$ cat src/hw/cvr_consts.vh
// constants of the converter register bank
`ifndef CVR_CONSTS_VH
`define CVR_CONSTS_VH
`define CVR_ADDR_IDENT   8'h00
`define CVR_ADDR_SPARE   8'h01
`define CVR_ADDR_CEIL    8'h02
`define CVR_ADDR_RSVLO   8'h03
`define CVR_ADDR_FAULT   8'h04
`define CVR_ADDR_SETUP   8'h05
`define CVR_ADDR_RAMP    8'h06
`define CVR_ADDR_TARGET  8'h07
`define CVR_ADDR_RSVHI   8'h2B
`define CVR_RST_SPARE    8'h00
`define CVR_RST_RSVLO    8'h02
`define CVR_RST_RSVHI    8'h00
`define CVR_RST_ZERO     8'h00
`define CVR_CODE_MSB     6
`define CVR_FLT_INTERNAL 7
`define CVR_FLT_TRACK    6
`define CVR_FLT_THERMAL  5
`define CVR_FLT_BELOW    4
`define CVR_FLT_ABOVE    3
`define CVR_FLT_OVERCUR  2
`define CVR_FLT_CEILING  1
`define CVR_SETUP_STEP   7
`define CVR_SETUP_FORCED 3
`define CVR_SETUP_SPREAD 2
`define CVR_RAMP_MSB     3
`endif

$ cat src/hw/cvr_register_bank.v
// register bank of the step-down converter with ceiling check
//
// Summary of operation
// RULE_01: address 00 reads fixed device code high nibble, revision code low nibble.
// RULE_02: addresses 00..07 and 2B decode as bytes; identity and status read-only.
// RULE_03: ceiling code is bits 6:0 of address 02, loaded from factory settings.
// RULE_04: requested code above ceiling raises fault and regulator gets the ceiling code.
// RULE_05: reserved bytes 03 and 2B reset to 02 and 00, no meaning.
// RULE_06: thermal and overcurrent flags stay set until the status register is read.
// RULE_07: ceiling error status bit reads one while request exceeds ceiling.
// RULE_08: step-size bit selects 10mV (0) or 12.5mV (1) per code step.
// RULE_09: writes to read-only locations change nothing; undecoded bits read zero.
//
// register map, offset then contents
// 00 identity: device code in 7:4, revision code in 3:0, read-only
// 01 spare byte, read and write
// 02 ceiling code in 6:0, read and write, loaded from factory settings
// 03 reserved low byte, read and write, no meaning to the host
// 04 status flags, read-only; a read clears the two sticky bits
// 05 converter settings: step size 7, forced pulse width 3, spread 2, sync 1:0
// 06 ramp rate code in 3:0, read and write, loaded from factory settings
// 07 requested voltage code in 6:0, read and write, loaded from factory settings
// 2B reserved high byte, read and write, no meaning to the host
//
// limitation: factory registers read zero until the load strobe arrives, so
// the fuse reader must pulse the strobe before the host is let onto the bus
`include "cvr_consts.vh"

module cvr_register_bank #(
  parameter [3:0] DEVICE_CODE   = 4'hA,  // arbitrary neutral value
  parameter [3:0] REVISION_CODE = 4'h5   // arbitrary neutral value
) (
  input  wire       ref_clk_in,
  input  wire       rst_in,
  // factory settings, taken while the load strobe is high
  input  wire       otp_load_in,
  input  wire [6:0] otp_ceiling_in,
  input  wire [7:0] otp_setup_in,
  input  wire [3:0] otp_ramp_in,
  input  wire [6:0] otp_target_in,
  // host register access, one byte per request
  input  wire       wr_en_in,
  input  wire       rd_en_in,
  input  wire [7:0] addr_in,
  input  wire [7:0] wdata_in,
  // events and live levels from the regulator
  input  wire       thermal_event_in,
  input  wire       overcurrent_event_in,
  input  wire       below_target_in,
  input  wire       above_target_in,
  input  wire       tracking_fault_in,
  input  wire       internal_fault_in,
  // read side, answered one cycle after the request
  output reg  [7:0] rdata_out,
  output reg        rdata_valid_out,
  // regulator side, levels that follow the stored state
  output reg  [6:0] applied_code_out,
  output reg        ceiling_fault_out,
  output reg        step_size_select_out,
  output reg        forced_pulse_width_select_out,
  output reg        spread_enable_out,
  output reg  [1:0] sync_mode_out,
  output reg  [3:0] ramp_rate_code_out
);

  // stored registers
  reg  [7:0] spare_byte;
  reg  [6:0] ceiling_code_field;
  reg  [7:0] reserved_low_byte;
  reg  [7:0] converter_settings;
  reg  [3:0] ramp_rate_code;
  reg  [6:0] requested_voltage_code;
  reg  [7:0] reserved_high_byte;
  // sticky status bits
  reg        thermal_trip_flag;
  reg        overcurrent_flag;
  // combinational helpers
  reg  [7:0] next_rdata;
  wire       ceiling_error_flag;
  wire [7:0] status_view;
  wire       status_read;

  // compare is combinational so the cap follows every write at once
  // RULE_07 ceiling error compare
  assign ceiling_error_flag = (requested_voltage_code > ceiling_code_field);
  // only a read of the status address clears the sticky bits
  assign status_read = rd_en_in && (addr_in == `CVR_ADDR_FAULT);

  // status bit layout, high to low:
  //   7 internal fault, live level
  //   6 tracking fault, live level
  //   5 thermal trip, sticky until a status read
  //   4 below target, live level
  //   3 above target, live level
  //   2 overcurrent, sticky until a status read
  //   1 ceiling error, live compare
  //   0 always zero
  // status byte assembled from live levels and sticky flags, bit 0 fixed zero
  assign status_view = {internal_fault_in, tracking_fault_in, thermal_trip_flag,
                        below_target_in, above_target_in, overcurrent_flag,
                        ceiling_error_flag, 1'b0};

  // writable registers; factory load overrides a same-cycle host write
  // RULE_03 ceiling register storage
  always @(posedge ref_clk_in or posedge rst_in)
  begin
    if (rst_in)
    begin
      // factory registers start at zero until the load strobe
      spare_byte             <= `CVR_RST_SPARE;
      ceiling_code_field     <= 7'h00;
      // RULE_05 reserved reset values
      reserved_low_byte      <= `CVR_RST_RSVLO;
      reserved_high_byte     <= `CVR_RST_RSVHI;
      converter_settings     <= `CVR_RST_ZERO;
      ramp_rate_code         <= 4'h0;
      requested_voltage_code <= 7'h00;
    end
    else if (otp_load_in)
    begin
      // spare and reserved bytes have no factory value
      ceiling_code_field     <= otp_ceiling_in;
      converter_settings     <= otp_setup_in;
      ramp_rate_code         <= otp_ramp_in;
      requested_voltage_code <= otp_target_in;
    end
    else if (wr_en_in)
    begin
      // RULE_02 write decode
      // RULE_09 read-only addresses fall through
      if (addr_in == `CVR_ADDR_SPARE)
        spare_byte <= wdata_in;
      else if (addr_in == `CVR_ADDR_CEIL)
        ceiling_code_field <= wdata_in[`CVR_CODE_MSB:0];
      else if (addr_in == `CVR_ADDR_RSVLO)
        reserved_low_byte <= wdata_in;
      else if (addr_in == `CVR_ADDR_SETUP)
        converter_settings <= wdata_in;
      else if (addr_in == `CVR_ADDR_RAMP)
        ramp_rate_code <= wdata_in[`CVR_RAMP_MSB:0];
      else if (addr_in == `CVR_ADDR_TARGET)
        requested_voltage_code <= wdata_in[`CVR_CODE_MSB:0];
      else if (addr_in == `CVR_ADDR_RSVHI)
        reserved_high_byte <= wdata_in;
    end
  end

  // the set term comes first so an event is never lost to a clear
  // sticky flags; an event in the clearing cycle wins over the read clear
  // RULE_06 sticky clear on read
  always @(posedge ref_clk_in or posedge rst_in)
  begin
    if (rst_in)
    begin
      thermal_trip_flag <= 1'b0;
      overcurrent_flag  <= 1'b0;
    end
    else
    begin
      thermal_trip_flag <= thermal_event_in | (thermal_trip_flag & ~status_read);
      overcurrent_flag  <= overcurrent_event_in | (overcurrent_flag & ~status_read);
    end
  end

  // read mux; unmapped addresses and unused bits return zero
  always @*
  begin
    next_rdata = 8'h00;
    // RULE_01 identity readback
    if (addr_in == `CVR_ADDR_IDENT)
      next_rdata = {DEVICE_CODE, REVISION_CODE};
    else if (addr_in == `CVR_ADDR_SPARE)
      next_rdata = spare_byte;
    // reserved bytes read back whole; the host must not rely on them
    else if (addr_in == `CVR_ADDR_CEIL)
      next_rdata = {1'b0, ceiling_code_field};
    else if (addr_in == `CVR_ADDR_RSVLO)
      next_rdata = reserved_low_byte;
    else if (addr_in == `CVR_ADDR_FAULT)
      next_rdata = status_view;
    else if (addr_in == `CVR_ADDR_SETUP)
      next_rdata = converter_settings;
    else if (addr_in == `CVR_ADDR_RAMP)
      next_rdata = {4'h0, ramp_rate_code};
    else if (addr_in == `CVR_ADDR_TARGET)
      next_rdata = {1'b0, requested_voltage_code};
    else if (addr_in == `CVR_ADDR_RSVHI)
      next_rdata = reserved_high_byte;
  end

  // registered outputs, one cycle behind the stored state
  always @(posedge ref_clk_in or posedge rst_in)
  begin
    if (rst_in)
    begin
      rdata_out                     <= 8'h00;
      rdata_valid_out               <= 1'b0;
      applied_code_out              <= 7'h00;
      ceiling_fault_out             <= 1'b0;
      step_size_select_out          <= 1'b0;
      forced_pulse_width_select_out <= 1'b0;
      spread_enable_out             <= 1'b0;
      sync_mode_out                 <= 2'h0;
      ramp_rate_code_out            <= 4'h0;
    end
    else
    begin
      // rdata holds between reads so a slow host can still pick it up
      rdata_valid_out <= rd_en_in;
      if (rd_en_in)
        rdata_out <= next_rdata;
      // the regulator only ever sees the lower of the two codes
      // RULE_04 cap to ceiling
      applied_code_out  <= ceiling_error_flag ? ceiling_code_field : requested_voltage_code;
      ceiling_fault_out <= ceiling_error_flag;
      // RULE_08 step size select
      step_size_select_out          <= converter_settings[`CVR_SETUP_STEP];
      // setting bits 3:0 pass to the switching control; bits 6:4 drive nothing
      forced_pulse_width_select_out <= converter_settings[`CVR_SETUP_FORCED];
      spread_enable_out             <= converter_settings[`CVR_SETUP_SPREAD];
      sync_mode_out                 <= converter_settings[1:0];
      ramp_rate_code_out            <= ramp_rate_code;
    end
  end

endmodule // cvr_register_bank

$ cat config.mk
export PLATFORM = sky130hd
export DESIGN_NAME = cvr_register_bank
export DESIGN_NICKNAME = d
export VERILOG_FILES = /design/src/hw/cvr_register_bank.v
export VERILOG_INCLUDE_DIRS = /design/src /design/src/hw
export SDC_FILE = /design/constraint.sdc
export NUM_CORES = 1
export LEC_CHECK = 0
export ABC_AREA = 1
export BUFFER_PORTS_ARGS = -buffer_cell sky130_fd_sc_hd__buf_4
export CAP_MARGIN = 20
export CORE_MARGIN = 2
export CORE_UTILIZATION = 59
export CTS_CLUSTER_SIZE = 16
export DETAILED_ROUTE_END_ITERATION = 10
export GPL_ROUTABILITY_DRIVEN = 1
export HOLD_SLACK_MARGIN = 0.02
export PLACE_DENSITY_LB_ADDON = 0.05
export SETUP_SLACK_MARGIN = 0.5
export SLEW_MARGIN = 25
export SYNTH_ARGS = -nofsm -noshare
export SYNTH_HDL_FRONTEND = slang
export SYNTH_SLANG_ARGS = --single-unit
$ cat constraint.sdc
create_clock -name ref_clk_in -period 4.5 [get_ports ref_clk_in]
set_clock_uncertainty 0.1 [all_clocks]
set_input_delay 1.125 -clock ref_clk_in [delete_from_list [all_inputs] [get_ports ref_clk_in]]
set_output_delay 1.125 -clock ref_clk_in [all_outputs]
set_load 0.02 [all_outputs]
## Word-level counts from Yosys, hierarchy flattened

Cells that the tools add are included.

- Register bits after elaboration: 78
- Bits in latches: 0
- Memory bits (writable): 0
- ROM bits: 0
- Output and inout bits: 26
- Word-level logic and storage cells: 93
- Memories kept: 0

- Add/sub/neg operators: 0
- Multipliers: 0
- Div/mod/pow operators: 0
- $lt $le $gt $ge: 1
- Equality and inequality tests: 13
- Shift operators: 0
- Mux-type cells: 35
- Bitwise operators: 12
- Reduce and logical (&&, ||, !) cells: 14

Operators by type and width:

| operator | count |
|---|---|
| 8-bit 2-to-1 mux | 15 |
| 7-bit 2-to-1 mux | 13 |
| 8-bit by 3-bit equality test with 1-bit output, second input constant | 4 |
| 4-bit 2-to-1 mux | 7 |
| 8-bit by 2-bit equality test with 1-bit output, second input constant | 2 |
| 2-bit != test, second input constant | 5 |
| 5-bit AND reduction | 2 |
| 2-bit nonzero test | 5 |
| 9-bit AND reduction | 1 |
| 8-bit by 1-bit equality test with 1-bit output, second input constant | 1 |
| 8-bit by 6-bit equality test with 1-bit output, second input constant | 1 |
| 8-bit zero test | 1 |
| 1-bit inverter | 8 |
| 7-bit greater-than comparator | 1 |
| 7-bit AND reduction | 1 |
| 3-bit AND reduction | 2 |
| 6-bit AND reduction | 1 |
| 1-bit AND | 2 |
| 1-bit OR | 2 |
| 1-bit logical AND | 1 |

## Depth between registers and ports, before layout

- Depth in word-level cells: 10
- Mapped depth: 14
- Gate-level depth less buffers: 14

## Worst setup path after synthesis

Ideal clock, no wire load.

- Kind: input port to flip-flop
- From: in addr_in[5]
- To: reg ceiling_code_field[0]
- Setup time: 0.121 ns
- Arrival: 2.114 ns
- Setup slack: 2.165 ns
- Stages: 11
- Path buffers: 1
- Path through: nor2_1 -> nand2_2 -> nor2_4 -> inv_4 -> nor2_4 -> inv_2 -> nor2_2 -> nor2_2 -> buf_6 -> nand2_1 -> o21ai_2

- Longest elaborated chain between the ends: 3

RTL lines:

| item | RTL line | RTL |
|---|---|---|
| start, declared | cvr_register_bank.v:44 | `input wire [7:0] addr_in,` |
| 8-bit by 1-bit equality test with 1-bit output (no source line) or 8-bit by 2-bit equality test with 1-bit output (tied branches) | n/a |  |
| 2-bit != test (no source line) or 2-bit nonzero test (tied branches) | n/a |  |
| 3-bit AND reduction (no source line) (*) | n/a |  |
| end signal, assigned | cvr_register_bank.v:122 | `ceiling_code_field <= otp_ceiling_in;` |
| end signal, assigned | cvr_register_bank.v:134 | `` ceiling_code_field <= wdata_in[`CVR_CODE_MSB:0]; `` |
| end, declared | cvr_register_bank.v:68 | `reg [6:0] ceiling_code_field;` |

Mark *: on every way between the ends. The rest lies on a longest branch, timed or not.
A chain may end at the register's enable or synchronous reset.

## Worst setup path in the final report

- From: in addr_in[5]
- To: reg ceiling_code_field[6]

Same word-level chain as after synthesis.

==> out/metrics.csv <==
metric,value,unit
peakVddDrop,258,uV
syn-instance-count,470,
areaGrowthSynthToFinish,20.2,%
fmax,433,MHz
cts_tree,built,
synth-seq-cells,78,
start_util,0.616,
io_buffer_count,78,
io_pins,79,
fp.dieH,85.7,microns
crit_fanout,13,
clk_pin_slew_worst_paths,0.08,ns
synth_nets,530,
synthTopCellsByArea,"dfrtp_1 49%, nand2_1 11%, a21oi_1 5.2%, nor2_1 5.2%, inv_1 4.2%",
multi_input_area,1690,sq um
diodes,0,
core-area,6390,sq um
grt_pass1_vias,3456,
critPathKind,in2reg,
dieArea,7340,sq um
fin_crit,2.31,ns
required,4.63,ns
start_kind,input port,
ctsLongestPathBuffers,2,
first_pass_iters,5,
avgSynthCellArea,8.37,sq um
netlist_area,3930,sq um
num_rows,29,
via_per_inst,5.58,
timing.slew.headroom,0.542,
post-cts-setup-buffers,0,
layout_common_cells,"119 x nand2_1, 78 x buf_4, 77 x dfrtp_1, 54 x nor2_1, 43 x inv_1",
drc,0,
clk_latency,0.35,ns
cts_root_buffer,clkbuf_8,
rsz0062_at_grt,false,
slew_violations,0,
drt_iter0_markers,230,
wl,10200,microns
gp_congestion,0.921,
leakagePower,0.00245,uW
end_kind,flop,
final_hold_viol_count,0,
cts_sinks,78,
crit_path_end,ceiling_code_field[6],
grt_pass1_wl,16900,microns
yosysTopAreaCell,dfrtp_1,
power_density,343,nW/um^2
setup_viol,0,
antenna_found_initial,0,
fin_setup_tns,0,ns
hp-class,reg2reg,
holdBufCountCts,0,
grt_max_degree,79,
reg2regPathDepth,9,
wl_per_cell,16.2,microns
regArea,1950,sq um
yosysWarnings,0,
fillers,518,
cts-htree-levels,3,
status,"finished, final reports clean",
drv_cap,0,
cts_resized,0,
grt_usage,0.302,
rrSetupSlack,2.65,ns
rr_startpoint,ceiling_code_field[6],
timing.rr.end,applied_code_out[0],
timing.final.crit_share,0.513,
yosys.area.top_type_share,0.490,
final_common_cell,nand2_1,
worstMarginPinSlew,0.686,ns
hpwlAfterDp,7700,microns
nNetsFinal,609,
worstPathArrival,2.44,ns
yosysSeqAreaShare,0.497,
cp-startpoint,addr_in[5],
drive_gt1_frac,0.255,
drtAntennaViolNets,0,
die_w,85.7,microns
gr-total-overflow,0,
ys_types,40,
final_core_util,0.740,
cts_buffers,9,
dr_total_vias,3519,
-- flip-flops by register name, indices dropped and copies added, names as in the netlist --
signal,flops
applied_code_out,7
ceiling_code_field,7
rdata_valid_out,1
ceiling_fault_out,1
thermal_trip_flag,1
step_size_select_out,1
converter_settings,8
forced_pulse_width_select_out,1
rdata_out,8
requested_voltage_code,7
sync_mode_out,2
overcurrent_flag,1
spare_byte,8
spread_enable_out,1
ramp_rate_code,4
ramp_rate_code_out,4
reserved_high_byte,8
reserved_low_byte,8
-- worst max-delay path: stages --
cell and delay [ns]:
buf_4 0.08, nor2_1 0.04, nand2_2 0.13, nor2_4 0.06, inv_4 0.11, nor2_4 0.06
inv_2 0.09, nor2_2 0.04, nor2_2 0.49, nand2_1 0.09, o311ai_0 0.11
-- layout make-up --
class                           instances  share of cell area
Sequential cell                        78               0.413
Multi-Input combinational cell        329               0.357
Timing Repair Buffer                   79               0.126
Inverter                               52              0.0431
Clock buffer                           10              0.0270
Tap cell                               77              0.0204
Clock inverter                          6              0.0132
-- synthesized netlist by cell type --
| master | instances |
|---|---|
| o211ai_1 | 1 |
| o21ai_4 | 1 |
| clkinv_4 | 1 |
| nor3_2 | 1 |
| o21ai_0 | 30 |
| a211oi_1 | 1 |
| a31oi_1 | 2 |
| dfrtp_1 | 77 |
| o21ai_1 | 8 |
| nand3_1 | 17 |
| inv_4 | 1 |
| nand2_2 | 4 |
| o211ai_4 | 1 |
| inv_2 | 5 |
| ha_1 | 7 |
| clkinv_2 | 1 |
| a21oi_1 | 41 |
| o21bai_1 | 2 |
| o22ai_1 | 2 |
| nand3b_1 | 2 |
| inv_1 | 44 |
| buf_4 | 1 |
| nor2_1 | 54 |
| or2_2 | 1 |
| or2_0 | 1 |
| a21o_1 | 1 |
| o311ai_0 | 1 |
| dfstp_2 | 1 |
| buf_6 | 6 |
| nor2_2 | 6 |
| nand2_1 | 119 |
| nand2_4 | 4 |
| nor2_8 | 1 |
| nor2_4 | 3 |
| nor3_1 | 1 |
| nand4_1 | 2 |
| a21oi_2 | 1 |
| o21ai_2 | 13 |
| o31ai_4 | 1 |
| clkbuf_1 | 4 |
-- metrics by stage --
step	hold slack (ns)	instance area (sq um)	power, uW	cells	setup WS [ns]
after floorplan	0.254	3930	981	470	1.28
after global placement	0.275	4530	1110	615	1.87
after detailed placement	0.265	4530	1120	615	1.84
after CTS	0.292	4720	1630	631	2.20
after global routing	0.298	4730	1690	631	2.03
final	0.290	4730	1620	631	2.19
-- worst min path at each step --
stage,from,endpoint,slack (ns),depth (start not counted)
after global routing,converter_settings[7],step_size_select_out,0.30,0
after CTS,converter_settings[7],step_size_select_out,0.29,0
final,converter_settings[7],step_size_select_out,0.29,0
after detailed placement,converter_settings[7],step_size_select_out,0.27,0
after global placement,converter_settings[7],step_size_select_out,0.27,0
after floorplan,converter_settings[7],step_size_select_out,0.25,0
-- power breakdown --
group	total (uW)	internal [uW]	switching [uW]
Combinational	302	121	181
Sequential	802	762	39.8
Clock	516	254	262
-- routing by layer --
metal,GRT usage,vias to the layer above,wire length [microns]
met5,0,-,0
met4,0.154,0,386
met3,0.0462,29,562
met2,0.485,117,4810
met1,0.399,1691,4460
li1,-,1682,-
-- logic make-up after synthesis --
logic type | share of synthesized area
and+or+nand+nor | 0.242
AOI/OAI and AO/OA | 0.165
DFF | 0.497
buffers and inverters | 0.0747
adders and majority gates | 0.0223
Note: power is estimated with default switching activity, not from simulation.
